===== config.mk =====
export PLATFORM = sky130hd
export DESIGN_NAME = pwmes_top
export DESIGN_NICKNAME = d
export VERILOG_FILES = /design/src/pwmes_pkg.sv /design/src/pwmes_sticky.sv /design/src/pwmes_top.sv
export VERILOG_INCLUDE_DIRS = /design/src
export SDC_FILE = /design/constraint.sdc
export NUM_CORES = 1
export LEC_CHECK = 0
export ABC_AREA = 1
export BUFFER_PORTS_ARGS = -buffer_cell sky130_fd_sc_hd__buf_2
export CAP_MARGIN = 25
export CORE_MARGIN = 8
export CORE_UTILIZATION = 48
export CTS_BUF_LIST = sky130_fd_sc_hd__clkbuf_2
export DETAILED_ROUTE_END_ITERATION = 10
export PLACE_DENSITY = 0.78
export RECOVER_POWER = 25
export SLEW_MARGIN = 20
export SYNTH_ARGS = -nofsm -noshare
export SYNTH_HDL_FRONTEND = slang
export SYNTH_HIERARCHICAL = 1
export SYNTH_SLANG_ARGS = --single-unit

===== constraint.sdc =====
create_clock -name clk_sys_i -period 2 [get_ports clk_sys_i]
set_input_delay 0.2 -clock clk_sys_i [delete_from_list [all_inputs] [get_ports clk_sys_i]]
set_output_delay 0.2 -clock clk_sys_i [all_outputs]
set_load 0.02 [all_outputs]

===== src/pwmes_cfg.svh =====
// register map, field positions and reset values of the pwm event status block
`ifndef PWMES_CFG_SVH
`define PWMES_CFG_SVH

`define PWMES_ADR_STATUS 32'h40020040
`define PWMES_ADR_IRQ_STAT 32'h40020044
`define PWMES_ADR_IRQ_EN 32'h40020048
`define PWMES_ADR_IRQ_CLR 32'h4002004C

`define PWMES_BIT_WRITE_READY 0
`define PWMES_BIT_TX_END 1
`define PWMES_BIT_TX_EMPTY 2
`define PWMES_BIT_UNDERRUN 3
`define PWMES_POS_MATCH 8
`define PWMES_POS_UPDATE 16

`define PWMES_USED_MASK 32'h00FFFF0F
`define PWMES_RST_WORD 32'h00000000
`define PWMES_RST_FLAG 1'h0
`define PWMES_RST_ZERO_PREV 1'h1
`define PWMES_NCMP_DOC 8
`define PWMES_CNT_W_DOC 16

`endif


===== src/pwmes_pkg.sv =====
// types shared by the pwm event status block
package pwmes_pkg;

	typedef logic [31:0] pwmes_word_t;

	// classic wishbone request as seen by the slave
	typedef struct packed {
		logic cyc;
		logic stb;
		logic we;
		logic [31:0] adr;
		logic [3:0] sel;
		logic [31:0] dat;
	} pwmes_wb_req_s;

	// one-cycle event pulses from the pwm core
	typedef struct packed {
		logic write_ready;
		logic underrun;
		logic [7:0] compare_match;
		logic [7:0] compare_update;
	} pwmes_evt_s;

	typedef enum logic [1:0] {
		PWMES_SEL_NONE = 2'b00,
		PWMES_SEL_STATUS = 2'b01,
		PWMES_SEL_IRQ = 2'b10,
		PWMES_SEL_EN = 2'b11
	} pwmes_rsel_e;

endpackage


===== src/pwmes_sticky.sv =====
// sticky flag bank: set wins over clear
`timescale 1ns/1ps
module pwmes_sticky #(
	parameter int W = 1
) (
	input wire logic clk_sys_i,
	input wire logic rst_b_i,
	input wire logic [W-1:0] set_i,
	input wire logic [W-1:0] clr_i,
	output logic [W-1:0] q_o
);
	logic [W-1:0] flag_q;
	logic [W-1:0] flag_d;

	// an event in the clearing cycle survives
	assign flag_d = set_i | (flag_q & ~clr_i);
	assign q_o = flag_q;

	always_ff @(posedge clk_sys_i or negedge rst_b_i) begin
		if (!rst_b_i) begin
			flag_q <= '0;
		end else begin
			flag_q <= flag_d;
		end
	end
endmodule


===== src/pwmes_top.sv =====
// pwm event status register with wishbone slave and interrupt
`timescale 1ns/1ps
`include "pwmes_cfg.svh"

// Contract
// - bit0 shows synchronous update may be written
// - bit1 set when tx counter reaches zero
// - bit2 zero while either tx counter nonzero
// - bit3 latches underrun until next read
// - bits 8..15 latch compare match until read
// - bits 16..23 latch compare update until read
// - status read clears ready, underrun, compare flags
module pwmes_top #(
	parameter int NCMP = `PWMES_NCMP_DOC,
	parameter int CNT_W = `PWMES_CNT_W_DOC
) (
	input wire logic clk_sys_i,
	input wire logic rst_b_i,
	input wire pwmes_pkg::pwmes_wb_req_s wb_req_i,
	output logic wb_ack_o,
	output logic [31:0] wb_dat_o,
	input wire pwmes_pkg::pwmes_evt_s evt_i,
	input wire logic [CNT_W-1:0] tx_counter_i,
	input wire logic [CNT_W-1:0] tx_next_counter_i,
	input wire logic peripheral_dma_channel_write_i,
	output logic irq_o
);

	generate
		if (NCMP != `PWMES_NCMP_DOC) begin : g_bad_ncmp
			$error("pwmes_top: the status layout holds exactly eight comparisons");
		end
		if (CNT_W < 1 || CNT_W > 32) begin : g_bad_cnt
			$error("pwmes_top: counter width must be 1 to 32");
		end
	endgenerate

	// bus side
	logic ack_q;
	logic [31:0] dat_q;
	wire req_new = wb_req_i.cyc & wb_req_i.stb & ~ack_q;
	wire hit_status = wb_req_i.adr == `PWMES_ADR_STATUS;
	wire hit_irq_stat = wb_req_i.adr == `PWMES_ADR_IRQ_STAT;
	wire hit_irq_en = wb_req_i.adr == `PWMES_ADR_IRQ_EN;
	wire hit_irq_clr = wb_req_i.adr == `PWMES_ADR_IRQ_CLR;
	wire rd_take = req_new & ~wb_req_i.we;
	wire wr_take = req_new & wb_req_i.we;
	wire status_rd = rd_take & hit_status;
	wire [31:0] lane_mask = {{8{wb_req_i.sel[3]}}, {8{wb_req_i.sel[2]}},
		{8{wb_req_i.sel[1]}}, {8{wb_req_i.sel[0]}}};

	// status flags
	logic write_ready_flag;
	logic underrun_flag;
	logic [NCMP-1:0] match_flag;
	logic [NCMP-1:0] update_flag;
	logic tx_end_q;
	logic tx_zero_prev_q;
	logic tx_empty_q;
	logic [31:0] irq_stat;
	logic [31:0] irq_en_q;

	pwmes_sticky #(
		.W(2 + 2 * NCMP)
	) u_status_flags (
		.clk_sys_i(clk_sys_i),
		.rst_b_i(rst_b_i),
		.set_i({evt_i.compare_update, evt_i.compare_match, evt_i.underrun,
			evt_i.write_ready}),
		.clr_i({(2 + 2 * NCMP){status_rd}}),
		.q_o({update_flag, match_flag, underrun_flag, write_ready_flag})
	);

	// end of transfer: the counter reaching zero is the event; a fresh dma
	// programming write clears it, but a zero reached in that cycle still sets
	wire tx_zero = tx_counter_i == '0;
	wire tx_reach = tx_zero & ~tx_zero_prev_q;
	wire tx_end_d = tx_reach | (tx_end_q & ~peripheral_dma_channel_write_i);
	wire tx_empty_d = tx_zero & (tx_next_counter_i == '0);

	always_ff @(posedge clk_sys_i or negedge rst_b_i) begin
		if (!rst_b_i) begin
			tx_end_q <= `PWMES_RST_FLAG;
			tx_zero_prev_q <= `PWMES_RST_ZERO_PREV;
			tx_empty_q <= `PWMES_RST_FLAG;
		end else begin
			tx_end_q <= tx_end_d;
			tx_zero_prev_q <= tx_zero;
			tx_empty_q <= tx_empty_d;
		end
	end

	// reserved positions stay zero by construction
	wire [31:0] status_word = {8'h00, update_flag, match_flag, 4'h0, underrun_flag,
		tx_empty_q, tx_end_q, write_ready_flag};

	// interrupt events use the status layout; rising levels count as events
	logic tx_empty_prev_q;
	wire [31:0] irq_evt = {8'h00, evt_i.compare_update, evt_i.compare_match, 4'h0,
		evt_i.underrun, tx_empty_d & ~tx_empty_prev_q, tx_reach, evt_i.write_ready};
	wire [31:0] irq_clr = (wr_take & hit_irq_clr) ? (wb_req_i.dat & lane_mask)
		: 32'h00000000;

	pwmes_sticky #(
		.W(32)
	) u_irq_flags (
		.clk_sys_i(clk_sys_i),
		.rst_b_i(rst_b_i),
		.set_i(irq_evt & `PWMES_USED_MASK),
		.clr_i(irq_clr),
		.q_o(irq_stat)
	);

	wire [31:0] irq_en_d = (wr_take & hit_irq_en)
		? (((wb_req_i.dat & lane_mask) | (irq_en_q & ~lane_mask)) & `PWMES_USED_MASK)
		: irq_en_q;

	// read mux; unmapped and write-only addresses read zero
	wire pwmes_pkg::pwmes_rsel_e rsel = hit_status ? pwmes_pkg::PWMES_SEL_STATUS
		: hit_irq_stat ? pwmes_pkg::PWMES_SEL_IRQ
		: hit_irq_en ? pwmes_pkg::PWMES_SEL_EN
		: pwmes_pkg::PWMES_SEL_NONE;
	logic [31:0] rdata;
	always_comb begin
		unique case (rsel)
			pwmes_pkg::PWMES_SEL_STATUS: rdata = status_word;
			pwmes_pkg::PWMES_SEL_IRQ: rdata = irq_stat;
			pwmes_pkg::PWMES_SEL_EN: rdata = irq_en_q;
			pwmes_pkg::PWMES_SEL_NONE: rdata = `PWMES_RST_WORD;
		endcase
	end

	// one wait-free answer: ack the edge after the request, drop it the next
	always_ff @(posedge clk_sys_i or negedge rst_b_i) begin
		if (!rst_b_i) begin
			ack_q <= `PWMES_RST_FLAG;
			dat_q <= `PWMES_RST_WORD;
			irq_en_q <= `PWMES_RST_WORD;
			tx_empty_prev_q <= `PWMES_RST_FLAG;
		end else begin
			ack_q <= req_new;
			dat_q <= rd_take ? rdata : `PWMES_RST_WORD;
			irq_en_q <= irq_en_d;
			tx_empty_prev_q <= tx_empty_d;
		end
	end

	assign wb_ack_o = ack_q;
	assign wb_dat_o = dat_q;
	assign irq_o = |(irq_stat & irq_en_q);

	// checks
	a_ready_set: assert property (@(posedge clk_sys_i) disable iff (!rst_b_i)
		evt_i.write_ready |=> write_ready_flag)
		else $error("write ready event not latched");

	a_tx_end_set: assert property (@(posedge clk_sys_i) disable iff (!rst_b_i)
		tx_reach |=> tx_end_q)
		else $error("transfer end not set after counter reached zero");

	a_tx_end_hold: assert property (@(posedge clk_sys_i) disable iff (!rst_b_i)
		tx_end_q && !peripheral_dma_channel_write_i |=> tx_end_q)
		else $error("transfer end dropped without a dma write");

	a_tx_end_clear: assert property (@(posedge clk_sys_i) disable iff (!rst_b_i)
		peripheral_dma_channel_write_i && !(tx_zero && !tx_zero_prev_q) |=> !tx_end_q)
		else $error("transfer end not cleared by dma write");

	a_tx_empty_lvl: assert property (@(posedge clk_sys_i) disable iff (!rst_b_i)
		(tx_counter_i != '0 || tx_next_counter_i != '0) |=> !tx_empty_q)
		else $error("buffer empty shown while a counter is nonzero");

	a_tx_empty_set: assert property (@(posedge clk_sys_i) disable iff (!rst_b_i)
		(tx_counter_i == '0 && tx_next_counter_i == '0) |=> tx_empty_q)
		else $error("buffer empty missing with both counters zero");

	a_underrun_hold: assert property (@(posedge clk_sys_i) disable iff (!rst_b_i)
		underrun_flag && !status_rd |=> underrun_flag)
		else $error("underrun dropped without a status read");

	a_underrun_set: assert property (@(posedge clk_sys_i) disable iff (!rst_b_i)
		evt_i.underrun ##1 !status_rd[*2] |=> underrun_flag)
		else $error("underrun not held until read");

	a_match_set: assert property (@(posedge clk_sys_i) disable iff (!rst_b_i)
		|evt_i.compare_match |=> (match_flag & $past(evt_i.compare_match))
			== $past(evt_i.compare_match))
		else $error("compare match not latched");

	a_match_hold: assert property (@(posedge clk_sys_i) disable iff (!rst_b_i)
		!status_rd |=> (match_flag & ~$past(match_flag)) == $past(evt_i.compare_match
			& ~match_flag))
		else $error("compare match flags changed without event or read");

	a_update_set: assert property (@(posedge clk_sys_i) disable iff (!rst_b_i)
		|evt_i.compare_update |=> (update_flag & $past(evt_i.compare_update))
			== $past(evt_i.compare_update))
		else $error("compare update not latched");

	a_read_clear: assert property (@(posedge clk_sys_i) disable iff (!rst_b_i)
		status_rd && !evt_i.underrun && evt_i.compare_match == '0 |=>
			wb_ack_o && !underrun_flag && match_flag == '0)
		else $error("status read did not clear flags");

	a_read_return: assert property (@(posedge clk_sys_i) disable iff (!rst_b_i)
		status_rd |=> wb_dat_o == $past(status_word))
		else $error("status read returned wrong word");

	a_reserved_zero: assert property (@(posedge clk_sys_i) disable iff (!rst_b_i)
		wb_ack_o && $past(status_rd) |-> wb_dat_o[7:4] == 4'h0
			&& wb_dat_o[31:24] == 8'h00)
		else $error("reserved status bits not zero");

	a_ack_pulse: assert property (@(posedge clk_sys_i) disable iff (!rst_b_i)
		wb_ack_o |=> !wb_ack_o)
		else $error("ack held longer than one cycle");

	a_irq_level: assert property (@(posedge clk_sys_i) disable iff (!rst_b_i)
		|(irq_stat & irq_en_q) == irq_o)
		else $error("interrupt output does not follow enabled status");

	// flag checks: each flag moves only on its own event or its own clear
	a_tx_end_quiet: assert property (@(posedge clk_sys_i) disable iff (!rst_b_i)
		!tx_reach && !tx_end_q
		|=> !tx_end_q)
		else $error("transfer end set without the counter reaching zero");

	a_tx_reach_once: assert property (@(posedge clk_sys_i) disable iff (!rst_b_i)
		tx_reach
		|=> !tx_reach)
		else $error("zero crossing of the counter seen twice");

	a_ready_hold: assert property (@(posedge clk_sys_i) disable iff (!rst_b_i)
		write_ready_flag && !status_rd
		|=> write_ready_flag)
		else $error("write ready dropped without a status read");

	a_ready_quiet: assert property (@(posedge clk_sys_i) disable iff (!rst_b_i)
		!evt_i.write_ready && !write_ready_flag
		|=> !write_ready_flag)
		else $error("write ready set without an event");

	a_ready_clear: assert property (@(posedge clk_sys_i) disable iff (!rst_b_i)
		status_rd && !evt_i.write_ready
		|=> !write_ready_flag)
		else $error("write ready not cleared by status read");

	a_underrun_quiet: assert property (@(posedge clk_sys_i) disable iff (!rst_b_i)
		!evt_i.underrun && !underrun_flag
		|=> !underrun_flag)
		else $error("underrun set without an event");

	a_underrun_wins: assert property (@(posedge clk_sys_i) disable iff (!rst_b_i)
		status_rd && evt_i.underrun
		|=> underrun_flag)
		else $error("underrun in the read cycle was lost");

	a_match_keep: assert property (@(posedge clk_sys_i) disable iff (!rst_b_i)
		!status_rd
		|=> (match_flag & $past(match_flag)) == $past(match_flag))
		else $error("compare match dropped without a status read");

	a_match_wins: assert property (@(posedge clk_sys_i) disable iff (!rst_b_i)
		status_rd
		|=> match_flag == $past(evt_i.compare_match))
		else $error("compare match after read differs from read cycle events");

	a_update_keep: assert property (@(posedge clk_sys_i) disable iff (!rst_b_i)
		!status_rd
		|=> (update_flag & $past(update_flag)) == $past(update_flag))
		else $error("compare update dropped without a status read");

	a_update_hold: assert property (@(posedge clk_sys_i) disable iff (!rst_b_i)
		!status_rd
		|=> (update_flag & ~$past(update_flag)) == $past(evt_i.compare_update & ~update_flag))
		else $error("compare update flags changed without event or read");

	a_update_wins: assert property (@(posedge clk_sys_i) disable iff (!rst_b_i)
		status_rd
		|=> update_flag == $past(evt_i.compare_update))
		else $error("compare update after read differs from read cycle events");

	a_update_clear: assert property (@(posedge clk_sys_i) disable iff (!rst_b_i)
		status_rd && evt_i.compare_update == '0
		|=> update_flag == '0)
		else $error("compare update not cleared by status read");

	a_write_no_clear: assert property (@(posedge clk_sys_i) disable iff (!rst_b_i)
		wr_take && hit_status
		|=> (match_flag & $past(match_flag)) == $past(match_flag))
		else $error("write to status cleared compare match flags");

	// bus answer checks
	a_reserved_all: assert property (@(posedge clk_sys_i) disable iff (!rst_b_i)
		wb_ack_o
		|-> (wb_dat_o & ~`PWMES_USED_MASK) == 32'h00000000)
		else $error("reserved bit set in read data");

	a_dat_idle: assert property (@(posedge clk_sys_i) disable iff (!rst_b_i)
		!wb_ack_o
		|-> wb_dat_o == 32'h00000000)
		else $error("read data not zero outside an answer");

	a_ack_answer: assert property (@(posedge clk_sys_i) disable iff (!rst_b_i)
		req_new
		|=> wb_ack_o)
		else $error("request not answered in the next cycle");

	a_ack_quiet: assert property (@(posedge clk_sys_i) disable iff (!rst_b_i)
		!(wb_req_i.cyc && wb_req_i.stb)
		|=> !wb_ack_o)
		else $error("ack without a request");

	a_unmapped_zero: assert property (@(posedge clk_sys_i) disable iff (!rst_b_i)
		rd_take && rsel == pwmes_pkg::PWMES_SEL_NONE
		|=> wb_dat_o == 32'h00000000)
		else $error("unmapped read returned nonzero data");

	// interrupt checks
	a_en_reserved: assert property (@(posedge clk_sys_i) disable iff (!rst_b_i)
		(irq_en_q & ~`PWMES_USED_MASK)
		== 32'h00000000)
		else $error("reserved enable bit set");

	a_en_write: assert property (@(posedge clk_sys_i) disable iff (!rst_b_i)
		wr_take && hit_irq_en && wb_req_i.sel == 4'hF
		|=> irq_en_q == ($past(wb_req_i.dat) & `PWMES_USED_MASK))
		else $error("enable write not taken");

	a_en_keep: assert property (@(posedge clk_sys_i) disable iff (!rst_b_i)
		!(wr_take && hit_irq_en)
		|=> $stable(irq_en_q))
		else $error("enable changed without a write");

	a_irq_set: assert property (@(posedge clk_sys_i) disable iff (!rst_b_i)
		|(irq_evt & `PWMES_USED_MASK)
		|=> (irq_stat & $past(irq_evt & `PWMES_USED_MASK)) == $past(irq_evt & `PWMES_USED_MASK))
		else $error("interrupt event not latched");

	a_irq_clear: assert property (@(posedge clk_sys_i) disable iff (!rst_b_i)
		wr_take && hit_irq_clr && (irq_evt & `PWMES_USED_MASK) == 32'h00000000
		|=> (irq_stat & $past(irq_clr)) == 32'h00000000)
		else $error("interrupt status not cleared by clear write");

	a_irq_rd_keep: assert property (@(posedge clk_sys_i) disable iff (!rst_b_i)
		status_rd
		|=> (irq_stat & $past(irq_stat)) == $past(irq_stat))
		else $error("status read disturbed interrupt status");

endmodule


# == Yosys cells after proc, flatten, opt, wreduce, memory -nomap -nowiden ==
# Index checks and enable logic that the tools add are counted.
# classes
eq_ne,7
mux,6
n_bitwise,28
reduce_logical,4
# op_table
operator,count
$eq 32x31->1 const B,4
$pmux 32 s4,1
$and 32x32->32,2
$mux 32,2
$and 32x24->32,1
$logic_not 16->1,2
$not 32->32,1
$or 24x32->32,1
$reduce_or 32->1,1
$and 24x24->24,1
$not 24->24,1
$or 24x24->24,1
$and 18x18->18,1
$not 18->18,1
$or 18x18->18,1
$and 1x1->1,11
$mux 2,3
$not 1->1,5
$eq 2x2->1 const B,2
$eq 2x1->1 const B,1
$logic_not 2->1,1
$or 1x1->1,1
# word_totals
reg_bits,106
in_bits,124
out_inout_bits,34
wordCells,53

# == Depth between registers and ports, before layout ==
# logic_depth
depth_word,8
mapped_depth,11
mapped_depth_nobuf,11

# == Hierarchy ==
# The synthesis kept the hierarchy.
# modules_own_cells
module,instances,cells_per_inst,area_each_um2,seq_area_each_um2
pwmes_top,1,450,3181.8,1402.6
pwmes_sticky at u_irq_flags,1,160,1281.2,800.8
pwmes_sticky at u_status_flags,1,90,720.7,450.4

# == Worst setup path before layout ==
# OpenSTA, ideal clock, no wires.
# synth_timing
path_kind,reg2reg
start,"register ack_q, in the netlist wb_ack_o"
end,"register u_status_flags.flag_q[0], in the netlist u_status_flags/q_o[0]"
setup_ns,0.117
t_arrival_ns,2.029
required_ns,1.883
slack_ns,-0.145
stages_incl_launch_ff,8
n_path_buf,1
cell_sequence,dfrtp_1 nor4_2 clkbuf_1 inv_1 nor2_1 inv_1 nand2_1 nand2_1
# synth_between
elab_chain_len,7
# synth_rtl
item,line_no,text
"start, declared",pwmes_top.sv:39,logic ack_q;
"start signal, assigned",pwmes_top.sv:136,ack_q <= `PWMES_RST_FLAG;
"start signal, assigned",pwmes_top.sv:141,ack_q <= req_new;
$not 1->1,pwmes_top.sv:41,wire req_new = wb_req_i.cyc & wb_req_i.stb & ~ack_q;
$and 1x1->1,pwmes_top.sv:41,
$and 1x1->1,pwmes_top.sv:46,wire rd_take = req_new & ~wb_req_i.we;
$and 1x1->1,pwmes_top.sv:48,wire status_rd = rd_take & hit_status;
via status_rd,pwmes_top.sv:48,
$not 18->18,pwmes_sticky.sv:16,assign flag_d = set_i | (flag_q & ~clr_i);
$and 18x18->18,pwmes_sticky.sv:16,
$or 18x18->18,pwmes_sticky.sv:16,
via u_status_flags.flag_d[0],pwmes_sticky.sv:13,logic [W-1:0] flag_d;
"end signal, assigned",pwmes_sticky.sv:23,flag_q <= flag_d;
"end, declared",pwmes_sticky.sv:12,logic [W-1:0] flag_q;
# The timed path passes the listed nets, and every way through them passes these cells.
# A chain may end at the register's enable or synchronous reset.

==> impl_metrics.json <==
{
  "status": "complete, but fails checks",
  "violations": "negative hold slack, negative setup slack",
  "pwr-share-comb_pct": 10.3,
  "r2r_cells": 7,
  "cp.arrival_ns": 2.53,
  "netlist_area_sq_um": 5180,
  "required_ns": 2.50,
  "register_area_sq_um": 2660,
  "path_clk_slew_ns": 0.28,
  "cts_tree": "done",
  "cp-start-kind": "register",
  "yosys_register_bits": 106,
  "port_buffers": 157,
  "vias": 5109,
  "vias_per_cell": 4.62,
  "worst-path-max-fanout": 16,
  "hold_viol_final": 1,
  "coreArea_sq_um": 10700,
  "r2r-start": "wb_ack_o",
  "die-area_sq_um": 14400,
  "crit_type": "reg2reg",
  "antenna_left": 0,
  "drt_iter0_markers": 382,
  "io_pins": 158,
  "drc": 0,
  "antenna_found_initial": 0,
  "dieWidth_microns": 120,
  "peakVddDrop_mv": 0.345,
  "syn_area_per_cell_sq_um": 7.41,
  "wl_microns": 15400,
  "power_density_nw_per_um2": 514,
  "cts_root_buf": "clkbuf_2",
  "placed_cells": 1007,
  "final_min_period_over_clock_period_pct": 102,
  "clk_path_buf_depth": 2,
  "insertedDiodeCount": 0,
  "fp.dieH_microns": 120,
  "drive_gt1_share_pct": 24.6,
  "setup_ws_ns": -0.0347,
  "area_delta_synth_final_pct": 40.4,
  "firstDrtPassIters": 5,
  "multi_input_area_sq_um": 1950,
  "whs_path_depth": 6,
  "whs_ns": -0.00509,
  "fillCellCount": 855,
  "grt_max_degree": 43,
  "clock_sinks": 106,
  "netSwitchingPower_uw": 952,
  "hold_path_end": "u_irq_flags/q_o[2]",
  "grt_pass1_vias": 5220,
  "drv_cap": 0,
  "slew_viol_final": 0,
  "synthCells": 700,
  "gp_congestion": 0.828,
  "finalSetupViolations": 1,
  "end_kind": "register",
  "synth-seq-area-share_pct": 51.2,
  "cts_buffers": 9,
  "final_area_sq_um": 7280,
  "start_util_pct": 48.5,
  "finalNonFillerCells": 1107,
  "place_hpwl_microns": 10200,
  "wire_per_inst_microns": 13.9,
  "overflow": 0,
  "worstSkewPairLatency_ns": 0.59,
  "cts_htree_levels": 3,
  "fin_nets": 1086,
  "ys_warn_count": 6,
  "ys_types": 24,
  "leakage_uw": 0.00403,
  "rsz0062_at_grt": "yes",
  "max_freq_ghz": 0.491,
  "hp-class": "in2reg",
  "swShare_pct": 25.4,
  "pwr-share-seq_pct": 57.5,
  "min-delay-start": "tx_next_counter_i[14]",
  "rows": 38,
  "rrSetupSlack_ns": -0.03,
  "finalSetupTns_ns": -0.0347,
  "worst_slew_pin_slew_ns": 0.936,
  "grtUsageTotal_pct": 21.1,
  "grt_pass1_wl_microns": 24600,
  "fin_crit_ns": 2.03,
  "p_int_uw": 2790,
  "finClkSkew_ns": 0.0301,
  "maxSlewHeadroom_pct": 37.6,
  "place_area_sq_um": 6250,
  "clkPwrFrac_pct": 32.2,
  "power_uw": 3740
}
-- layout make-up --
| cell class | instances | area share [%] |
|---|---|---|
| clock inverters | 7 | 1.46 |
| well taps | 140 | 2.41 |
| flip-flops and latches | 106 | 36.5 |
| repair buffers | 253 | 23.4 |
| multi-input cells | 420 | 26.7 |
| clock buffers | 9 | 0.619 |
| inverters | 172 | 8.87 |
-- worst max path at each step --
stage / from / endpoint / slack, ns / cells after the start
floorplan: wb_ack_o / u_status_flags/q_o[0] / 0.05 / 7
global placement: wb_ack_o / u_irq_flags/q_o[21] / 0.19 / 8
detailed placement: wb_ack_o / u_irq_flags/q_o[5] / 0.12 / 8
CTS: u_irq_flags/q_o[8] / irq_o / 0.002 / 5
global route: u_irq_flags/q_o[8] / irq_o / -0.1 / 5
finish: wb_ack_o / register / -0.03 / 7
-- stage by stage --
| stage | utilization (%) | hold slack [ns] | setup slack, ns |
|---|---|---|---|
| CTS | 67.2 | 0.00657 | 0.00244 |
| floorplan | - | -0.0956 | 0.0464 |
| finish | 68.0 | -0.00509 | -0.0347 |
| detailed placement | 58.4 | 0.187 | 0.118 |
| global placement | 58.4 | 0.181 | 0.194 |
| global route | 68.0 | 0.00610 | -0.0985 |
-- metal layers --
metal  track usage (%)  up-vias  wire, microns
li1                  -     2572              -
met1              24.0     2350           6060
met4              4.92        0            213
met2              38.1      159           8130
met5                 0        -              0
met3              6.34       28            993
-- layout by cell type (no fill, tap or decap), drive strengths merged --
cell type,n
a21oi,10
a221oi,3
buf,181
bufinv,2
clkbuf,11
clkinv,1
conb,12
dfrtp,105
dfstp,1
dlygate4sd3,70
inv,176
nand2,224
nand3,39
nand4,11
nor2,86
nor3,3
nor4,6
o21ai,25
o22ai,1
-- power by group through the flow --
| stage | clock [uW] | sequential [uW] | combinational, uW |
|---|---|---|---|
| after floorplan | 0 | 2190 | 81.9 |
| after global placement | 0 | 2190 | 281 |
| after detailed placement | 0 | 2190 | 286 |
| after CTS | 1230 | 2150 | 380 |
| after global routing | 1310 | 2150 | 432 |
| final | 1200 | 2150 | 387 |
-- kinds of logic after synthesis --
logic type / after synthesis / share of synthesized area (%)
AOI/OAI and AO/OA: 39 / 5.17
buffers and inverters: 185 / 13.9
DFF: 106 / 51.2
other: 1 / 0.0723
and+or+nand+nor: 369 / 29.6
-- Yosys cell counts, drive strengths merged --
library cell  number  share of area [%]
nor2              86                6.7
o21ai             25                3.6
conb               1              0.072
nand3             39                3.8
o22ai              1               0.12
nor3               3               0.48
inv              172                 12
buf               10                1.3
a221oi             3               0.51
a21oi             10               0.97
dfrtp            105                 51
clkbuf             3               0.22
nand2            224                 17
nand4             11                1.3
nor4               6               0.84
dfstp              1               0.51
-- worst max-delay path: stages (launching register included) --
cell,delay [ns]
dfrtp_2,0.48
nor3_2,0.24
nand2_1,0.19
nor2_4,0.19
nand2_8,0.13
nand2_1,0.12
o21ai_2,0.06
dlygate4sd3_1,0.55
-- repair_timing --
item	in CTS	in global routing
setup buffers	11	3
resized for setup	5	14
endpoints found under the hold margin	180	1
endpoints found under the setup margin	1	22
pin swaps	1	2
hold buffers	68	3
No activity file was read; power rests on OpenSTA's default activity.
